**config.mk**
```make
export PLATFORM = sky130hd
export DESIGN_NAME = cmp_pair_ctrl
export DESIGN_NICKNAME = d
export VERILOG_FILES = /design/src/design/cmp_pair_pkg.sv /design/src/design/cmp_pair_ctrl.sv
export SDC_FILE = /design/constraint.sdc
export NUM_CORES = 1
export LEC_CHECK = 0
export ABC_AREA = 1
export BUFFER_PORTS_ARGS = -buffer_cell sky130_fd_sc_hd__buf_4
export CAP_MARGIN = 15
export CORE_UTILIZATION = 45
export CTS_CLUSTER_DIAMETER = 150
export DETAILED_ROUTE_END_ITERATION = 16
export PLACE_DENSITY = 0.78
export SYNTH_ARGS = -nofsm -noshare
export SYNTH_HDL_FRONTEND = slang
export SYNTH_SLANG_ARGS = --single-unit
```
**constraint.sdc**
```tcl
create_clock -name clk_sys_i -period 2.45 [get_ports clk_sys_i]
set_clock_uncertainty 0.05 [all_clocks]
set_input_delay 0.3675 -clock clk_sys_i [delete_from_list [all_inputs] [get_ports clk_sys_i]]
set_output_delay 0.3675 -clock clk_sys_i [all_outputs]
set_load 0.01 [all_outputs]
```
**src/design/cmp_pair_pkg.sv**
```systemverilog
// package: register map, field layout and carrier types of the comparator pair control
package cmp_pair_pkg;

  // ----------------------------------------------------------------------
  // register indices (byte address is four times the index)
  // ----------------------------------------------------------------------
  localparam logic [2:0] IDX_CMP0_CTRL = 3'h0;
  localparam logic [2:0] IDX_CMP1_CTRL = 3'h1;
  localparam logic [2:0] IDX_CMP0_MUX = 3'h2;
  localparam logic [2:0] IDX_CMP1_MUX = 3'h3;
  localparam logic [2:0] IDX_PIN_DRIVE = 3'h4;
  localparam logic [2:0] IDX_SCALER = 3'h5;
  localparam logic [2:0] IDX_WINDOW = 3'h6;
  localparam logic [2:0] IDX_STATUS = 3'h7;
  localparam int ADDR_W = 8;
  localparam int IDX_LSB = 2;

  // ----------------------------------------------------------------------
  // field positions and writable masks
  // ----------------------------------------------------------------------
  localparam int CTRL_ENABLE_BIT = 0;
  localparam int CTRL_HYS_LSB = 1;
  localparam int CTRL_PRIO_LSB = 4;
  localparam int CTRL_EDGE_LSB = 6;
  localparam logic [7:0] CTRL_MASK = 8'hf7;
  localparam int MUX_MINUS_LSB = 0;
  localparam int MUX_PLUS_LSB = 3;
  localparam logic [7:0] MUX_MASK = 8'h3f;
  localparam int WIN_LVL_LSB = 0;
  localparam int WIN_COND_LSB = 2;
  localparam int WIN_EN_BIT = 4;
  localparam int STAT_FLAG_LSB = 0;
  localparam int STAT_STATE_LSB = 4;
  localparam int STAT_WSTATE_LSB = 6;
  localparam logic [7:0] RESET_VAL = 8'h00;

  // ----------------------------------------------------------------------
  // encodings
  // ----------------------------------------------------------------------
  localparam logic [1:0] EDGE_ANY = 2'h0;
  localparam logic [1:0] EDGE_FALL = 2'h2;
  localparam logic [1:0] EDGE_RISE = 2'h3;
  localparam logic [1:0] WIN_ABOVE = 2'h0;
  localparam logic [1:0] WIN_INSIDE = 2'h1;
  localparam logic [1:0] WIN_BELOW = 2'h2;
  localparam logic [1:0] WIN_OUTSIDE = 2'h3;
  localparam logic [1:0] RESP_OKAY = 2'h0;
  localparam logic [1:0] RESP_SLVERR = 2'h2;

  // ----------------------------------------------------------------------
  // carriers
  // ----------------------------------------------------------------------
  typedef struct packed {
    logic enable;
    logic [1:0] hysteresis_select;
    logic [2:0] plus_input_select;
    logic [2:0] minus_input_select;
  } analog_cfg_t;

  typedef struct packed {
    logic [1:0][7:0] ctrl;
    logic [1:0][7:0] mux;
    logic [1:0] pin_en;
    logic [5:0] scale;
    logic [4:0] win;
    logic [1:0] sync1;
    logic [1:0] sync2;
    logic [1:0] res;
    logic [1:0] res_prev;
    logic [1:0] wstate;
    logic [2:0] flags;
    logic [2:0] event_p;
    logic [2:0][1:0] irq;
    logic [1:0] pin_val;
    logic aw_held;
    logic [ADDR_W-1:0] aw_addr;
    logic w_held;
    logic [7:0] w_data;
    logic w_strb0;
    logic bvalid;
    logic [1:0] bresp;
    logic rvalid;
    logic [7:0] rdata;
    logic [1:0] rresp;
    logic aw_rdy;
    logic w_rdy;
    logic ar_rdy;
  } state_t;

endpackage

```
**src/design/cmp_pair_ctrl.sv**
```systemverilog
// design: control, edge detection and window logic of a paired analog comparator
// Functional notes
// - result high only when plus exceeds minus
// - edge field: any, reserved, falling, rising
// - event emitted on selected edge regardless of irq
// - priority field enables irq and sets level
// - hysteresis field forwarded to analog core
// - lowest control bit switches comparator on/off
// - enabled result continuously updated and readable
// - plus select picks pins zero to seven
// - bandgap and 64-level supply scaler inputs offered
// - both comparators identical with separate registers
// - window mode reports position against range
// - reserved bits read zero, software writes zero
// - comparator state drivable onto a port pin
// - minus select maps pins, bandgap and scaler
// - window condition: above, inside, below, outside
// - flags clear on vector ack or write-one
// - pin drive zero to pin seven, one to six
`timescale 1ns/1ps

module cmp_pair_ctrl
  import cmp_pair_pkg::*;
(
  // clock and reset
  input wire logic clk_sys_i,
  input wire logic rstn_i,
  // axi4-lite write address and data
  input wire logic [ADDR_W-1:0] s_axi_awaddr_i,
  input wire logic [2:0] s_axi_awprot_i,
  input wire logic s_axi_awvalid_i,
  output logic s_axi_awready_o,
  input wire logic [31:0] s_axi_wdata_i,
  input wire logic [3:0] s_axi_wstrb_i,
  input wire logic s_axi_wvalid_i,
  output logic s_axi_wready_o,
  // axi4-lite write response
  output logic [1:0] s_axi_bresp_o,
  output logic s_axi_bvalid_o,
  input wire logic s_axi_bready_i,
  // axi4-lite read
  input wire logic [ADDR_W-1:0] s_axi_araddr_i,
  input wire logic [2:0] s_axi_arprot_i,
  input wire logic s_axi_arvalid_i,
  output logic s_axi_arready_o,
  output logic [31:0] s_axi_rdata_o,
  output logic [1:0] s_axi_rresp_o,
  output logic s_axi_rvalid_o,
  input wire logic s_axi_rready_i,
  // analog cores
  input wire logic [1:0] cmp_raw_i,
  output analog_cfg_t [1:0] analog_cfg_o,
  output logic [5:0] scaler_level_o,
  // event routing and interrupt controller
  output logic [2:0] event_o,
  output logic [2:0][1:0] irq_level_o,
  input wire logic [2:0] irq_ack_i,
  // port pins 7 (comparator zero) and 6 (comparator one)
  output logic pin_drive_zero_o,
  output logic pin_drive_zero_oe_o,
  output logic pin_drive_one_o,
  output logic pin_drive_one_oe_o
);

  state_t s_r;
  state_t s_nxt;

  // ----------------------------------------------------------------------
  // helpers
  // ----------------------------------------------------------------------
  function automatic logic win_hit(input logic [1:0] cond, input logic [1:0] st);
    logic hit;
    hit = 1'b0;
    unique case (cond)
      WIN_ABOVE: hit = (st == WIN_ABOVE);
      WIN_INSIDE: hit = (st == WIN_INSIDE);
      WIN_BELOW: hit = (st == WIN_BELOW);
      WIN_OUTSIDE: hit = (st != WIN_INSIDE);
    endcase
    return hit;
  endfunction

  function automatic logic [7:0] read_reg(input state_t s, input logic [2:0] idx);
    logic [7:0] v;
    v = 8'h00;
    unique case (idx)
      IDX_CMP0_CTRL: v = s.ctrl[0];
      IDX_CMP1_CTRL: v = s.ctrl[1];
      IDX_CMP0_MUX: v = s.mux[0];
      IDX_CMP1_MUX: v = s.mux[1];
      IDX_PIN_DRIVE: v = {6'h00, s.pin_en};
      IDX_SCALER: v = {2'h0, s.scale};
      IDX_WINDOW: v = {3'h0, s.win};
      IDX_STATUS: v = {s.wstate, s.res, 1'b0, s.flags};
    endcase
    return v;
  endfunction

  logic [2:0] aw_idx;
  logic [2:0] ar_idx;
  logic aw_ok;
  logic ar_ok;
  logic do_write;
  logic [2:0] flag_set;
  logic [2:0] flag_wclr;
  logic [1:0] new_wstate;

  // ----------------------------------------------------------------------
  // next state
  // ----------------------------------------------------------------------
  always_comb begin
    s_nxt = s_r;
    aw_idx = s_r.aw_addr[IDX_LSB +: 3];
    aw_ok = (s_r.aw_addr[ADDR_W-1:IDX_LSB+3] == '0) && (s_r.aw_addr[1:0] == 2'h0);
    ar_idx = s_axi_araddr_i[IDX_LSB +: 3];
    ar_ok = (s_axi_araddr_i[ADDR_W-1:IDX_LSB+3] == '0) && (s_axi_araddr_i[1:0] == 2'h0);
    do_write = s_r.aw_held && s_r.w_held && !s_r.bvalid;
    flag_set = 3'h0;
    flag_wclr = 3'h0;

    // write channel: address and data accepted in either order
    if (s_axi_awvalid_i && s_r.aw_rdy) begin
      s_nxt.aw_held = 1'b1;
      s_nxt.aw_addr = s_axi_awaddr_i;
    end
    if (s_axi_wvalid_i && s_r.w_rdy) begin
      s_nxt.w_held = 1'b1;
      s_nxt.w_data = s_axi_wdata_i[7:0];
      s_nxt.w_strb0 = s_axi_wstrb_i[0];
    end
    if (do_write) begin
      s_nxt.aw_held = 1'b0;
      s_nxt.w_held = 1'b0;
      s_nxt.bvalid = 1'b1;
      s_nxt.bresp = aw_ok ? RESP_OKAY : RESP_SLVERR;
      // data sits in byte lane 0; reserved bits are dropped so they read zero
      if (aw_ok && s_r.w_strb0) begin
        unique case (aw_idx)
          IDX_CMP0_CTRL: s_nxt.ctrl[0] = s_r.w_data & CTRL_MASK;
          IDX_CMP1_CTRL: s_nxt.ctrl[1] = s_r.w_data & CTRL_MASK;
          IDX_CMP0_MUX: s_nxt.mux[0] = s_r.w_data & MUX_MASK;
          IDX_CMP1_MUX: s_nxt.mux[1] = s_r.w_data & MUX_MASK;
          IDX_PIN_DRIVE: s_nxt.pin_en = s_r.w_data[1:0];
          IDX_SCALER: s_nxt.scale = s_r.w_data[5:0];
          IDX_WINDOW: s_nxt.win = s_r.w_data[4:0];
          IDX_STATUS: flag_wclr = s_r.w_data[STAT_FLAG_LSB +: 3];
        endcase
      end
    end
    if (s_r.bvalid && s_axi_bready_i) begin
      s_nxt.bvalid = 1'b0;
    end

    // read channel: one cycle from address to data
    if (s_axi_arvalid_i && s_r.ar_rdy) begin
      s_nxt.rvalid = 1'b1;
      s_nxt.rdata = ar_ok ? read_reg(s_r, ar_idx) : 8'h00;
      s_nxt.rresp = ar_ok ? RESP_OKAY : RESP_SLVERR;
    end else if (s_r.rvalid && s_axi_rready_i) begin
      s_nxt.rvalid = 1'b0;
    end

    // synchroniser; the first stage feeds only the second
    // a core that is off drives no valid level; gating it here keeps stale
    // samples from raising false edges when the core is switched back on
    s_nxt.sync1 = cmp_raw_i
                  & {s_r.ctrl[1][CTRL_ENABLE_BIT], s_r.ctrl[0][CTRL_ENABLE_BIT]};
    s_nxt.sync2 = s_r.sync1;
    s_nxt.res_prev = s_r.res;
    s_nxt.event_p = 3'h0;
    for (int n = 0; n < 2; n++) begin
      // a disabled comparator reads zero; only its drop to zero at switch-off can raise an edge
      s_nxt.res[n] = s_r.sync2[n] & s_r.ctrl[n][CTRL_ENABLE_BIT];
      unique case (s_r.ctrl[n][CTRL_EDGE_LSB +: 2])
        EDGE_ANY: flag_set[n] = s_r.res[n] ^ s_r.res_prev[n];
        EDGE_FALL: flag_set[n] = s_r.res_prev[n] & !s_r.res[n];
        EDGE_RISE: flag_set[n] = !s_r.res_prev[n] & s_r.res[n];
        default: flag_set[n] = 1'b0;
      endcase
    end

    // window: comparator zero against upper bound, comparator one against lower
    if (s_r.res[0]) begin
      new_wstate = WIN_ABOVE;
    end else if (s_r.res[1]) begin
      new_wstate = WIN_INSIDE;
    end else begin
      new_wstate = WIN_BELOW;
    end
    if (s_r.win[WIN_EN_BIT]) begin
      s_nxt.wstate = new_wstate;
      flag_set[2] = (new_wstate != s_r.wstate)
                    && win_hit(s_r.win[WIN_COND_LSB +: 2], new_wstate);
    end else begin
      s_nxt.wstate = WIN_ABOVE;
    end

    // events fire whatever the irq setting; flag set wins over any clear
    s_nxt.event_p = flag_set;
    s_nxt.flags = (s_r.flags & ~(flag_wclr | irq_ack_i)) | flag_set;
    for (int n = 0; n < 2; n++) begin
      s_nxt.irq[n] = s_nxt.flags[n] ? s_r.ctrl[n][CTRL_PRIO_LSB +: 2] : 2'h0;
    end
    s_nxt.irq[2] = s_nxt.flags[2] ? s_r.win[WIN_LVL_LSB +: 2] : 2'h0;
    s_nxt.pin_val = s_r.res;

    // ready outputs come from flops fed from the next holding state, so they track it with no lag
    s_nxt.aw_rdy = !s_nxt.aw_held;
    s_nxt.w_rdy = !s_nxt.w_held;
    s_nxt.ar_rdy = !s_nxt.rvalid;
  end

  // ----------------------------------------------------------------------
  // state register
  // ----------------------------------------------------------------------
  always_ff @(posedge clk_sys_i) begin
    if (!rstn_i) begin
      s_r <= '0;
    end else begin
      s_r <= s_nxt;
    end
  end

  // ----------------------------------------------------------------------
  // outputs, all straight from the state register
  // ----------------------------------------------------------------------
  assign s_axi_awready_o = s_r.aw_rdy;
  assign s_axi_wready_o = s_r.w_rdy;
  assign s_axi_bvalid_o = s_r.bvalid;
  assign s_axi_bresp_o = s_r.bresp;
  assign s_axi_arready_o = s_r.ar_rdy;
  assign s_axi_rvalid_o = s_r.rvalid;
  assign s_axi_rdata_o = {24'h000000, s_r.rdata};
  assign s_axi_rresp_o = s_r.rresp;

  generate
    for (genvar n = 0; n < 2; n++) begin : g_cfg
      assign analog_cfg_o[n].enable = s_r.ctrl[n][CTRL_ENABLE_BIT];
      assign analog_cfg_o[n].hysteresis_select = s_r.ctrl[n][CTRL_HYS_LSB +: 2];
      assign analog_cfg_o[n].plus_input_select = s_r.mux[n][MUX_PLUS_LSB +: 3];
      assign analog_cfg_o[n].minus_input_select = s_r.mux[n][MUX_MINUS_LSB +: 3];
    end
  endgenerate
  assign scaler_level_o = s_r.scale;
  assign event_o = s_r.event_p;
  assign irq_level_o = s_r.irq;
  assign pin_drive_zero_o = s_r.pin_val[0];
  assign pin_drive_zero_oe_o = s_r.pin_en[0];
  assign pin_drive_one_o = s_r.pin_val[1];
  assign pin_drive_one_oe_o = s_r.pin_en[1];

endmodule

```
==> run metrics, run 1 <==
result of the run=complete, no violations; Worst Path Arrival=1920 ps; Synth-to-Final Area Change=10.9%; drt first pass iters=5; count of standard-cell rows=36; cell leakage power=between 2 and 2.5 nW; clock latency on the worst-skew pair=between 300 and 400 ps; Int Pwr=~2.1 mW; number of distinct standard cells referenced by the synthesized netlist=24; clock network fraction of design power=36.1%; flip-flop and latch count after synthesis=95; Antenna Cells=0; sequence of cells on the critical path=inv_2 > nand2_1 > nor2_1 > nand2_2 > nand2_1 > a21oi_1; Avg Cell Area, Syn=7.34 um2; # Post-CTS Setup Buffers=0; CTS tree=built; met3 usage=under 10%; pin count of the biggest net entering global routing=approximately 60; vias after detailed routing=between 4000 and 5000; top achievable clock speed=~0.58 GHz; met1 track utilization from global routing=28.1%; Ys Warns=0; worst-margin pin slew=about 740 ps; top cell type by total area after synthesis=sky130_fd_sc_hd__dfxtp_1; number of antenna violations at the first check in global routing=0; total power density per cell area=between 500 and 600 nW/um2; Nets=roughly 730; Slew HR=between 50% and 60%; Most Frequent Cell on Critical Path=sky130_fd_sc_hd__nand2_1; main area contributors after synthesis=sky130_fd_sc_hd__dfxtp_1, sky130_fd_sc_hd__buf_4, sky130_fd_sc_hd__nand2_1; post-route antenna net violation count=0; y dimension of the die=about 100 um; logic depth of the worst register-to-register path=6; final routed DRC violation total=0; count of endpoints failing hold in the final timing report=0; total length of routed wires=11.0 mm; global-route wire length before repair=17.3 mm; CTS Buffer Depth=2; largest voltage drop on the vdd net=0.290 mV; power share of the sequential group=approximately 56%; mapped cell area=~4600 um2; biggest cell delay along the critical path=between 500 and 600 ps; power share of the combinational group=under 10%; met2 global-route usage=between 30 and 40%; Place WS=729 ps; overall overflow remaining after global route=0; CP Buf/Inv Count=1; fraction of final layout cells sized beyond drive strength 1=17.5%; input/output buffers=slightly below 90; CP max stage cell=sky130_fd_sc_hd__nor2_1; slack of the critical path=slightly above 700 ps; maximum level of the CTS H-tree=3; Hold Path End=s_nxt[56]; minimum period implied by the final worst setup slack=1740 ps; Final setup viols=0; Chip Width=between 100 and 150 um; number of filler instances in the final layout=about 970; Most used DFF post-synth=sky130_fd_sc_hd__dfxtp_1; Gate Count Post-Synth=approximately 620; required time at the endpoint of the critical path=between 2000 and 3000 ps; number of enable-type register cells in the synthesized netlist=0; final critical-path share of the clock period=a little under three quarters; aggregate global-route resource usage=a little over a fifth; overall die area=10500 um2; detailed router's first-iteration violation count=228; PostCTS Resize Cnt=0; Sw Ratio=25.7%; highest fanout seen on the critical path=8; placed wire-length estimate after detailed placement=8.09 mm; crit path launch type=flop; area of all placed cells without fillers=just over 5000 um2; mean number of vias per cell=5.12; number of max-cap violations=0; fraction of synthesis flops using an asynchronous set or reset pin=0%; crit end category=flop; net switching power figure=~740 uW; Max Transition Viols Final=0; TritonCTS buffer count=9; vias in the first global route=3650; instance area at placement=between 4000 and 5000 um2; final weighted congestion in routability-driven placement=between 0.9 and 1; path class of the lowest-slack min-delay path=input pin to flop; most used routing layer in global routing=met2; initial core utilization=between 40 and 50%; launch point of the worst reg-to-reg path=aw_idx[1]; sum of negative setup slack=0 ps; CORE AREA=between 9000 and 10000 um2; Seq/Total Area, Yosys=roughly two fifths; register-to-register setup slack=between 700 and 800 ps; worst hold stages=3; area share of the leading cell type in the synthesized netlist=41.7%; setup repair after global routing missed its margin=no; worst reg2reg endpoint=s_r[103]; clock net sink count=between 90 and 100; average wire length per cell after detail routing=about 14 um; CTS root buffer=sky130_fd_sc_hd__clkbuf_8; WS Path Type=flop to flop; count of hold-fix buffers inserted at cts=0; number of ports placed on the die boundary=around 150; Final Core Density=51.6%; worst min-delay path startpoint=cmp_raw_i[0]; CP top delay family=simple AND/OR/NAND/NOR gates; clock slew at the register clock pins of the worst setup and hold paths=approximately 90 ps
-- final cells by class --
class	count	area, um2	share of cell area (%)
Clock inverter	5	58.8	1.16
Sequential cell	95	1900	37.6
Tap cell	133	166	3.29
Multi-Input combinational cell	413	1930	38.2
Clock buffer	10	138	2.72
Timing Repair Buffer	91	696	13.7
Inverter	45	169	3.34
-- state kept, by name, indices dropped and copies added, names as in the netlist --
signal	flops
s_r	36
analog_cfg_o	18
s_axi_rdata_o	8
irq_level_o	6
scaler_level_o	6
s_nxt	4
aw_idx	3
event_o	3
pin_drive_one_o	1
pin_drive_one_oe_o	1
pin_drive_zero_o	1
pin_drive_zero_oe_o	1
s_axi_arready_o	1
s_axi_awready_o	1
s_axi_bresp_o	1
s_axi_bvalid_o	1
s_axi_rresp_o	1
s_axi_rvalid_o	1
s_axi_wready_o	1
-- metrics by stage --
step                cells  hold slack, ps  power (mW)
global route          792             179        3.00
finish                792             171        2.89
global placement      777             346        1.87
floorplan             647             340        1.81
CTS                   792             164        2.91
detailed placement    777             350        1.88
-- power by group through the flow --
stage,clock network [mW],logic (mW),registers (mW)
6_report,1.05,0.237,1.61
5_1_grt,1.12,0.267,1.61
2_1_floorplan,0,0.184,1.63
3_5_place_dp,0,0.235,1.65
3_3_place_gp,0,0.231,1.64
4_1_cts,1.06,0.236,1.61
-- cells in the final DEF (no fill, tap or decap) --
cell                           n
sky130_fd_sc_hd__nand2_1     110
sky130_fd_sc_hd__dfxtp_1      95
sky130_fd_sc_hd__buf_4        90
sky130_fd_sc_hd__nor2_1       78
sky130_fd_sc_hd__a21oi_1      62
sky130_fd_sc_hd__nand3_1      54
sky130_fd_sc_hd__inv_1        42
sky130_fd_sc_hd__o21ai_0      31
sky130_fd_sc_hd__nand4_1      27
sky130_fd_sc_hd__conb_1       26
sky130_fd_sc_hd__clkbuf_8     10
sky130_fd_sc_hd__ha_1          7
sky130_fd_sc_hd__a21boi_0      5
sky130_fd_sc_hd__nand2_2       4
sky130_fd_sc_hd__nor3_1        3
sky130_fd_sc_hd__clkinv_1      2
sky130_fd_sc_hd__nor3_2        2
sky130_fd_sc_hd__nor3b_1       2
sky130_fd_sc_hd__clkinvlp_4    2
sky130_fd_sc_hd__nand3_2       1
sky130_fd_sc_hd__nor3_4        1
sky130_fd_sc_hd__inv_2         1
sky130_fd_sc_hd__bufinv_16     1
sky130_fd_sc_hd__clkinv_4      1
sky130_fd_sc_hd__clkinv_2      1
sky130_fd_sc_hd__buf_12        1
-- worst max path at each step --
stage                                 start               end  slack (ps)  cells past startpoint
final                             aw_idx[1]          s_r[103]         710                      6
after floorplan              s_axi_bvalid_o           s_r[64]        1040                      7
after global routing                s_r[27]    irq_level_o[5]         490                      6
after global placement    s_axi_araddr_i[4]  s_axi_rdata_o[3]         740                      7
after CTS                         aw_idx[1]          s_r[103]         760                      6
after detailed placement  s_axi_araddr_i[4]  s_axi_rdata_o[3]         730                      7
-- cell families (layout without fill, tap and decap cells) --
family | after synthesis | in the layout | synth area share (%)
fa+ha+maj | 7 | 7 | 1.92
simple gates | 282 | 282 | 27.3
other cells | 1 | 26 | 0.0822
flops | 95 | 95 | 41.7
buf+inv | 139 | 151 | 18.0
compound gates | 98 | 98 | 11.0
-- synthesized netlist by cell type, types with 2 or more instances --
cell type / n
sky130_fd_sc_hd__nand4_1: 27
sky130_fd_sc_hd__nand2_2: 4
sky130_fd_sc_hd__inv_1: 42
sky130_fd_sc_hd__a21oi_1: 62
sky130_fd_sc_hd__nor3_1: 3
sky130_fd_sc_hd__nand3_1: 54
sky130_fd_sc_hd__nor3_2: 2
sky130_fd_sc_hd__buf_2: 9
sky130_fd_sc_hd__ha_1: 7
sky130_fd_sc_hd__o21ai_0: 31
sky130_fd_sc_hd__dfxtp_1: 95
sky130_fd_sc_hd__nand2_1: 110
sky130_fd_sc_hd__clkinv_1: 2
sky130_fd_sc_hd__nor2_1: 78
sky130_fd_sc_hd__a21boi_0: 5
sky130_fd_sc_hd__nor3b_1: 2
sky130_fd_sc_hd__buf_6: 4
sky130_fd_sc_hd__clkbuf_1: 11
sky130_fd_sc_hd__buf_4: 69
-- routing by layer --
metal | up-vias | share of wire (%)
li1 | 2004 | -
met1 | 1857 | 43
met2 | 164 | 46
met3 | 31 | 6.8
met4 | 0 | 3.7
met5 | - | 0
-- worst min-delay path: cells and delay by family --
kind                   cells  cell delay [ps]
and+or+nand+nor            2              110
buffers and inverters      1               70
(Power assumes the default switching activity.)
==> run 2, diff against run 1 <==
--- a/config.mk
+++ b/config.mk
@@ -5,13 +5,13 @@
 export SDC_FILE = /design/constraint.sdc
 export NUM_CORES = 1
 export LEC_CHECK = 0
-export ABC_AREA = 1
+export ABC_AREA = 0
 export BUFFER_PORTS_ARGS = -buffer_cell sky130_fd_sc_hd__buf_4
 export CAP_MARGIN = 15
 export CORE_UTILIZATION = 45
 export CTS_CLUSTER_DIAMETER = 150
 export DETAILED_ROUTE_END_ITERATION = 16
-export PLACE_DENSITY = 0.78
+export PLACE_DENSITY = 0.81
 export SYNTH_ARGS = -nofsm -noshare
 export SYNTH_HDL_FRONTEND = slang
 export SYNTH_SLANG_ARGS = --single-unit
==> constraint.sdc (replaced) <==
create_clock -name clk_sys_i -period 1.5 [get_ports clk_sys_i]
set_clock_uncertainty 0.05 [all_clocks]
set_input_delay 0.225 -clock clk_sys_i [delete_from_list [all_inputs] [get_ports clk_sys_i]]
set_output_delay 0.225 -clock clk_sys_i [all_outputs]
set_load 0.01 [all_outputs]
==> run 2 against run 1 <==
  * The flow now finishes with violations (setup timing)
  * Final cell count decreased by 11%
  * Setup slack worse by 930 ps
  * Global-route usage decreased by 1.0 points
  * Clock power up 83%
  * Non-clock buffer count is 31 higher
  * Sequential cell count unchanged
  * Routed wire length is 3.9% lower
  * Synthesized cell count down 19%
  * Critical path depth shrank 2
  * Combinational power is 63% higher
  * Critical path type unchanged
  * Largest cell class unchanged
==> run metrics, run 2 <==
aggregate global-route resource usage=20.7% (was 21.7%); number of max-cap violations=0 (unchanged); drt first pass iters=4 (was 5); final weighted congestion in routability-driven placement=0.825 (was 0.930); number of antenna violations at the first check in global routing=0 (unchanged); highest fanout seen on the critical path=6 (was 8); top achievable clock speed=0.583 GHz (was 0.576 GHz); final critical-path share of the clock period=114% (was 70.9%); path class of the lowest-slack min-delay path=input pin to flop (unchanged); fraction of synthesis flops using an asynchronous set or reset pin=0% (unchanged); total power density per cell area=891 nW/um2 (was 571 nW/um2); fraction of final layout cells sized beyond drive strength 1=30.7% (was 17.5%); maximum level of the CTS H-tree=3 (unchanged); global-route wire length before repair=16.5 mm (was 17.3 mm); number of ports placed on the die boundary=148 (unchanged); clock latency on the worst-skew pair=360 ps (was 370 ps); WS Path Type=flop to flop (unchanged); y dimension of the die=102 um (was 103 um); number of distinct standard cells referenced by the synthesized netlist=49 (was 24); cell leakage power=2.31 nW (was 2.16 nW); detailed router's first-iteration violation count=230 (was 228); CTS tree=built (unchanged); minimum period implied by the final worst setup slack=1720 ps (was 1740 ps); CTS root buffer=sky130_fd_sc_hd__clkbuf_8 (unchanged); vias in the first global route=3402 (was 3650); Nets=646 (was 732); CTS Buffer Depth=2 (unchanged); post-route antenna net violation count=0 (unchanged); TritonCTS buffer count=9 (unchanged); Chip Width=102 um (was 103 um); Gate Count Post-Synth=506 (was 622); Ys Warns=0 (unchanged); average wire length per cell after detail routing=15.0 um (was 13.9 um); total length of routed wires=10.6 mm (was 11.0 mm); Most used DFF post-synth=sky130_fd_sc_hd__dfxtp_1 (unchanged); main area contributors after synthesis=sky130_fd_sc_hd__dfxtp_1, sky130_fd_sc_hd__buf_4, sky130_fd_sc_hd__mux2i_1 (was sky130_fd_sc_hd__dfxtp_1, sky130_fd_sc_hd__buf_4, sky130_fd_sc_hd__nand2_1); Avg Cell Area, Syn=8.96 um2 (was 7.34 um2); Max Transition Viols Final=0 (unchanged); flip-flop and latch count after synthesis=95 (unchanged); largest voltage drop on the vdd net=0.543 mV (was 0.290 mV); slack of the critical path=-216 ps (was 713 ps); crit path launch type=flop (unchanged); mapped cell area=4530 um2 (was 4560 um2); placed wire-length estimate after detailed placement=7.76 mm (was 8.09 mm); overall overflow remaining after global route=0 (unchanged); final hold slack=52.6 ps (was 171 ps); area of all placed cells without fillers=5500 um2 (was 5060 um2); Worst Path Arrival=1900 ps (was 1920 ps); result of the run=finished with violations (was complete, no violations); input/output buffers=88 (unchanged); most common library cell in the layout ignoring fill and taps=sky130_fd_sc_hd__buf_4 (was sky130_fd_sc_hd__nand2_1); register containing the most flip-flops in the final layout=s_r (unchanged); Final setup viols=44 (was 0); worst hold stages=2 (was 3); clock net sink count=95 (unchanged); most frequently used cell type in the post-synthesis netlist=sky130_fd_sc_hd__dfxtp_1 (was sky130_fd_sc_hd__nand2_1); vias after detailed routing=3580 (was 4056); logic depth of the worst register-to-register path=4 (was 6); number of flip-flops under the largest register name=36 (unchanged); pin count of the biggest net entering global routing=46 (was 59); CORE AREA=9770 um2 (was 9820 um2); count of endpoints failing hold in the final timing report=0 (unchanged); crit end category=flop (unchanged); instance area at placement=5090 um2 (was 4870 um2); Synth-to-Final Area Change=21.3% (was 10.9%); commonest cells after routing, fill and taps aside=sky130_fd_sc_hd__buf_4, sky130_fd_sc_hd__dfxtp_1, sky130_fd_sc_hd__nand2_1 (was sky130_fd_sc_hd__nand2_1, sky130_fd_sc_hd__dfxtp_1, sky130_fd_sc_hd__buf_4); clock slew at the register clock pins of the worst setup and hold paths=90 ps (about the same); failing checks=setup timing; Seq/Total Area, Yosys=42.0% (was 41.7%); leading cell types by count after synthesis=sky130_fd_sc_hd__dfxtp_1, sky130_fd_sc_hd__nand2_1, sky130_fd_sc_hd__buf_4 (was sky130_fd_sc_hd__nand2_1, sky130_fd_sc_hd__dfxtp_1, sky130_fd_sc_hd__nor2_1); setup repair after global routing missed its margin=yes (was no); top cell type by total area after synthesis=sky130_fd_sc_hd__dfxtp_1 (unchanged); mean number of vias per cell=5.06 (was 5.12); area share of the leading cell type in the synthesized netlist=42.0% (was 41.7%); required time at the endpoint of the critical path=1680 ps (was 2630 ps); number of enable-type register cells in the synthesized netlist=0 (unchanged); count of standard-cell rows=36 (unchanged); overall die area=10500 um2 (about the same); Antenna Cells=0 (unchanged); initial core utilization=46.4% (was 46.5%); final routed DRC violation total=0 (unchanged)
run 2: changes by cell type after synthesis, sizes merged, moves of 27 or more:
cell / change
a21oi: -50
inv: -27
mux2i: +39
nand2: -28
nand3: -36
nor2: -66
run 2: power by group:
| part | internal (mW) | switching (mW) | total (mW) | leakage (nW) |
|---|---|---|---|---|
| Clock | 1.04 | 0.880 | 1.92 | 0.117 |
| Sequential | 2.56 | 0.0333 | 2.59 | 0.771 |
| Combinational | 0.171 | 0.216 | 0.387 | 1.42 |
| Total | 3.77 | 1.13 | 4.90 | 2.31 |
run 2: worst paths after layout:
check                                   from          endpoint  slack, ps
worst max-delay path                 s_r[34]  analog_cfg_o[13]       -220
worst min-delay path            cmp_raw_i[0]         s_nxt[56]         50
worst max register to register       s_r[34]  analog_cfg_o[13]       -220
worst min register to register     s_nxt[57]           s_r[57]        390
run 2: kinds of logic after synthesis:
logic type | count (synthesis) | synth area share, %
fa+ha+maj | 7 | 1.93
flops | 95 | 42.0
xor+xnor | 1 | 0.193
other cells | 1 | 0.0827
buf+inv | 111 | 15.2
mux | 42 | 9.61
compound gates | 75 | 11.5
simple gates | 174 | 19.6
run 2: critical path, cell delays in order, from the launching register on:
cell and delay, ps:
sky130_fd_sc_hd__dfxtp_2 350, sky130_fd_sc_hd__nor4_4 360, sky130_fd_sc_hd__nand2_4 90, sky130_fd_sc_hd__or4b_4 580, sky130_fd_sc_hd__mux2i_1 160
run 2: layout make-up:
cell class	count	area [um2]
Clock inverter	4	77.6
Sequential cell	95	1910
Multi-Input combinational cell	325	2170
Tap cell	133	166
Clock buffer	12	155
Fill cell	850	4280
Inverter	16	62.6
Timing Repair Buffer	122	955
run 2: stage by stage:
stage | utilization (%) | instances | worst slack [ps] | total power, mW | setup TNS [ps]
2_1_floorplan | - | 531 | -243 | 2.91 | -3790
3_3_place_gp | 52.1 | 690 | -197 | 3.02 | -4620
3_5_place_dp | 52.1 | 690 | -239 | 3.03 | -6340
4_1_cts | 55.7 | 707 | -246 | 4.91 | -5330
5_1_grt | 56.2 | 707 | -291 | 5.06 | -9940
6_report | 56.2 | 707 | -216 | 4.90 | -5740
run 2: layer usage:
metal / up-vias / share of wire, % / global-route usage (%)
li1: 1748 / - / -
met1: 1674 / 42 / 25.6
met2: 135 / 49 / 35.1
met3: 23 / 6.2 / 4.17
met4: 0 / 2.4 / 8.57
met5: - / 0 / 0
run 2: timing repair:
action	4_1_cts	5_1_grt
hold buffers	0	0
setup buffers	1	0
gates resized for setup	30	21
pin swaps	8	10
gates cloned	0	1
endpoints found under the hold margin	0	0
endpoints found under the setup margin	48	50
==> run 3, diff against run 2 <==
--- a/config.mk
+++ b/config.mk
@@ -11,7 +11,10 @@
 export CORE_UTILIZATION = 45
 export CTS_CLUSTER_DIAMETER = 150
 export DETAILED_ROUTE_END_ITERATION = 16
+export GPL_ROUTABILITY_DRIVEN = 0
+export GPL_TIMING_DRIVEN = 0
 export PLACE_DENSITY = 0.81
+export SKIP_LAST_GASP = 1
 export SYNTH_ARGS = -nofsm -noshare
 export SYNTH_HDL_FRONTEND = slang
 export SYNTH_SLANG_ARGS = --single-unit
==> run 3 against run 2 <==
  * The flow still finishes with violations (setup timing)
  * Worst hold slack worse by 1.7 ps
  * Clock-buffer cell count is 1 lower
  * Global-route usage is 1.6 points higher
  * Setup slack worse by 76 ps
  * Final cell count is 10% higher
  * Power is 5.9% lower
  * Critical path depth is 1 higher
  * Sequential cell count stayed put
  * Critical path type unchanged
  * Critical endpoint is now scaler_level_o[3]
==> run metrics, run 3 (synthesis results as in run 2) <==
Slew HR=around three fifths; worst-margin pin slew=about 620 ps; fraction of final layout cells sized beyond drive strength 1=35.4% (was 30.7%); number of flip-flops under the largest register name=36 (unchanged); top achievable clock speed=0.558 GHz (was 0.583 GHz); Tot Pwr=4.61 mW (was 4.90 mW); detailed router's first-iteration violation count=189 (was 230); TritonCTS buffer count=9 (unchanged); clock slew at the register clock pins of the worst setup and hold paths=90 ps (about the same); power share of the sequential group=56.2% (was 52.9%); maximum level of the CTS H-tree=3 (unchanged); CORE AREA=9770 um2 (unchanged); number of antenna violations at the first check in global routing=0 (unchanged); worst min-delay path startpoint=cmp_raw_i[1] (was cmp_raw_i[0]); CTS Buffer Depth=2 (unchanged); Max Transition Viols Final=0 (unchanged); initial core utilization=46.4% (unchanged); total power density per cell area=782 nW/um2 (was 891 nW/um2); failing checks=setup timing (unchanged); Chip Width=102 um (unchanged); most common library cell in the layout ignoring fill and taps=sky130_fd_sc_hd__buf_4 (unchanged); input/output buffers=87 (was 88); register-to-register setup slack=-290 ps (was -220 ps); Int Pwr=3.46 mW (was 3.77 mW); highest fanout seen on the critical path=6 (unchanged); clock network fraction of design power=33.9% (was 39.2%); largest voltage drop on the vdd net=0.544 mV (was 0.543 mV); count of endpoints failing hold in the final timing report=0 (unchanged); placed wire-length estimate after detailed placement=8.34 mm (was 7.76 mm); Hold Path End=s_nxt[57] (was s_nxt[56]); Sw Ratio=25.0% (was 23.1%); Nets=719 (was 646); clock latency on the worst-skew pair=360 ps (about the same); count of standard-cell rows=36 (unchanged); logic depth of the worst register-to-register path=5 (was 4); CTS root buffer=sky130_fd_sc_hd__clkbuf_8 (unchanged); overall overflow remaining after global route=0 (unchanged); final critical-path share of the clock period=120% (was 114%); worst reg2reg endpoint=scaler_level_o[3] (was analog_cfg_o[13]); Synth-to-Final Area Change=30.1% (was 21.3%); instance area at placement=5460 um2 (was 5090 um2); worst hold stages=2 (unchanged); area of all placed cells without fillers=5900 um2 (was 5500 um2); Final setup viols=43 (was 44); final routed DRC violation total=0 (unchanged); post-route antenna net violation count=0 (unchanged); register containing the most flip-flops in the final layout=s_r (unchanged); average wire length per cell after detail routing=14.6 um (was 15.0 um); overall die area=10500 um2 (unchanged); launch point of the worst reg-to-reg path=s_r[28] (was s_r[34]); commonest cells after routing, fill and taps aside=sky130_fd_sc_hd__buf_4, sky130_fd_sc_hd__dfxtp_1, sky130_fd_sc_hd__nand2_1 (unchanged); WS Path Type=flop to flop (unchanged); total length of routed wires=11.4 mm (was 10.6 mm); slack of the critical path=-293 ps (was -216 ps); minimum period implied by the final worst setup slack=1790 ps (was 1720 ps); path class of the lowest-slack min-delay path=input pin to flop (unchanged); global-route wire length before repair=17.6 mm (was 16.5 mm); crit path launch type=flop (unchanged); power share of the combinational group=9.8% (was 7.9%); Place WS=-393 ps (was -239 ps); drt first pass iters=6 (was 4); Worst Path Arrival=1980 ps (was 1900 ps); required time at the endpoint of the critical path=1690 ps (was 1680 ps); result of the run=finished with violations (unchanged); setup repair after global routing missed its margin=yes (unchanged); mean number of vias per cell=4.96 (was 5.06); crit end category=flop (unchanged); number of max-cap violations=0 (unchanged); cell leakage power=2.61 nW (was 2.31 nW); vias in the first global route=3540 (was 3402); clock net sink count=95 (unchanged); y dimension of the die=102 um (unchanged); net switching power figure=1.15 mW (was 1.13 mW); CTS tree=built (unchanged); pin count of the biggest net entering global routing=16 (was 46); aggregate global-route resource usage=22.3% (was 20.7%); Antenna Cells=0 (unchanged); vias after detailed routing=3871 (was 3580); number of ports placed on the die boundary=148 (unchanged)
run 3: cell count changes in the layout (fill, tap and decap cells not counted), moves of 2 or more:
cell | before | now
sky130_fd_sc_hd__o21ai_2 | 2 | 0
sky130_fd_sc_hd__clkbuf_1 | 1 | 12
sky130_fd_sc_hd__clkinv_4 | 2 | 0
sky130_fd_sc_hd__buf_6 | 7 | 3
sky130_fd_sc_hd__ha_1 | 4 | 6
sky130_fd_sc_hd__buf_1 | 0 | 2
sky130_fd_sc_hd__bufinv_16 | 2 | 0
sky130_fd_sc_hd__dfxtp_4 | 0 | 2
sky130_fd_sc_hd__buf_4 | 114 | 172
sky130_fd_sc_hd__nand3_2 | 7 | 0
sky130_fd_sc_hd__clkinv_2 | 0 | 3
sky130_fd_sc_hd__nand3_1 | 12 | 19
sky130_fd_sc_hd__clkbuf_2 | 0 | 2
sky130_fd_sc_hd__dfxtp_1 | 89 | 86
run 3: cell type report:
cell class              count  area, um2
plain buffers              89        622
clock buffers              11        151
clock inverters             5       31.3
fillers                   853       3880
inverters                  16       60.1
multi-input cells         325       2140
flip-flops and latches     95       1920
well taps                 133        166
repair buffers            106        812
run 3: metal layers:
metal	up-vias	global-route usage, %	wire length [um]	share of wire (%)
li1	1896	-	-	-
met5	-	0	0	0
met2	158	38.2	5620	49
met4	0	10.0	304	2.7
met1	1789	28.1	4790	42
met3	28	2.74	684	6.0
run 3: through the flow:
step / util (%) / setup TNS (ps) / hold WS [ps] / std cells
5_1_grt: 60.3 / -11000 / 47.7 / 780
3_5_place_dp: 55.9 / -15440 / 368 / 751
6_report: 60.3 / -7840 / 50.9 / 780
4_1_cts: 59.3 / -7020 / 52.7 / 777
3_3_place_gp: 55.9 / -13200 / 368 / 751
2_1_floorplan: - / -3790 / 320 / 531
run 3: repair_timing:
action / CTS / global route
gates cloned: 1 / 0
hold buffers: 0 / 0
setup buffers: 13 / 5
endpoints found under the hold margin: 0 / 0
pin swaps: 12 / 12
resized for setup: 28 / 21
setup endpoints to repair: 56 / 58
run 3: power groups by stage:
stage / clock (mW) / combinational, mW / sequential (mW)
floorplan: 0 / 0.263 / 2.65
global placement: 0 / 0.413 / 2.65
detailed placement: 0 / 0.420 / 2.65
CTS: 1.58 / 0.444 / 2.59
global route: 1.68 / 0.498 / 2.60
finish: 1.56 / 0.453 / 2.59
run 3: worst max-delay path by stage:
stage          cells past startpoint           endpoint    start
2_1_floorplan                      5  scaler_level_o[1]  s_r[34]
3_3_place_gp                       5  scaler_level_o[1]  s_r[34]
3_5_place_dp                       4    analog_cfg_o[2]  s_r[34]
4_1_cts                            5  scaler_level_o[3]  s_r[28]
5_1_grt                            5  scaler_level_o[2]  s_r[28]
6_report                           5  scaler_level_o[3]  s_r[28]
run 3: worst max-delay path: stages, from the launching register on:
cell	delay, ps
sky130_fd_sc_hd__dfxtp_2	350
sky130_fd_sc_hd__nor4_4	270
sky130_fd_sc_hd__buf_4	190
sky130_fd_sc_hd__nand2_8	70
sky130_fd_sc_hd__or4b_4	590
sky130_fd_sc_hd__mux2i_1	160
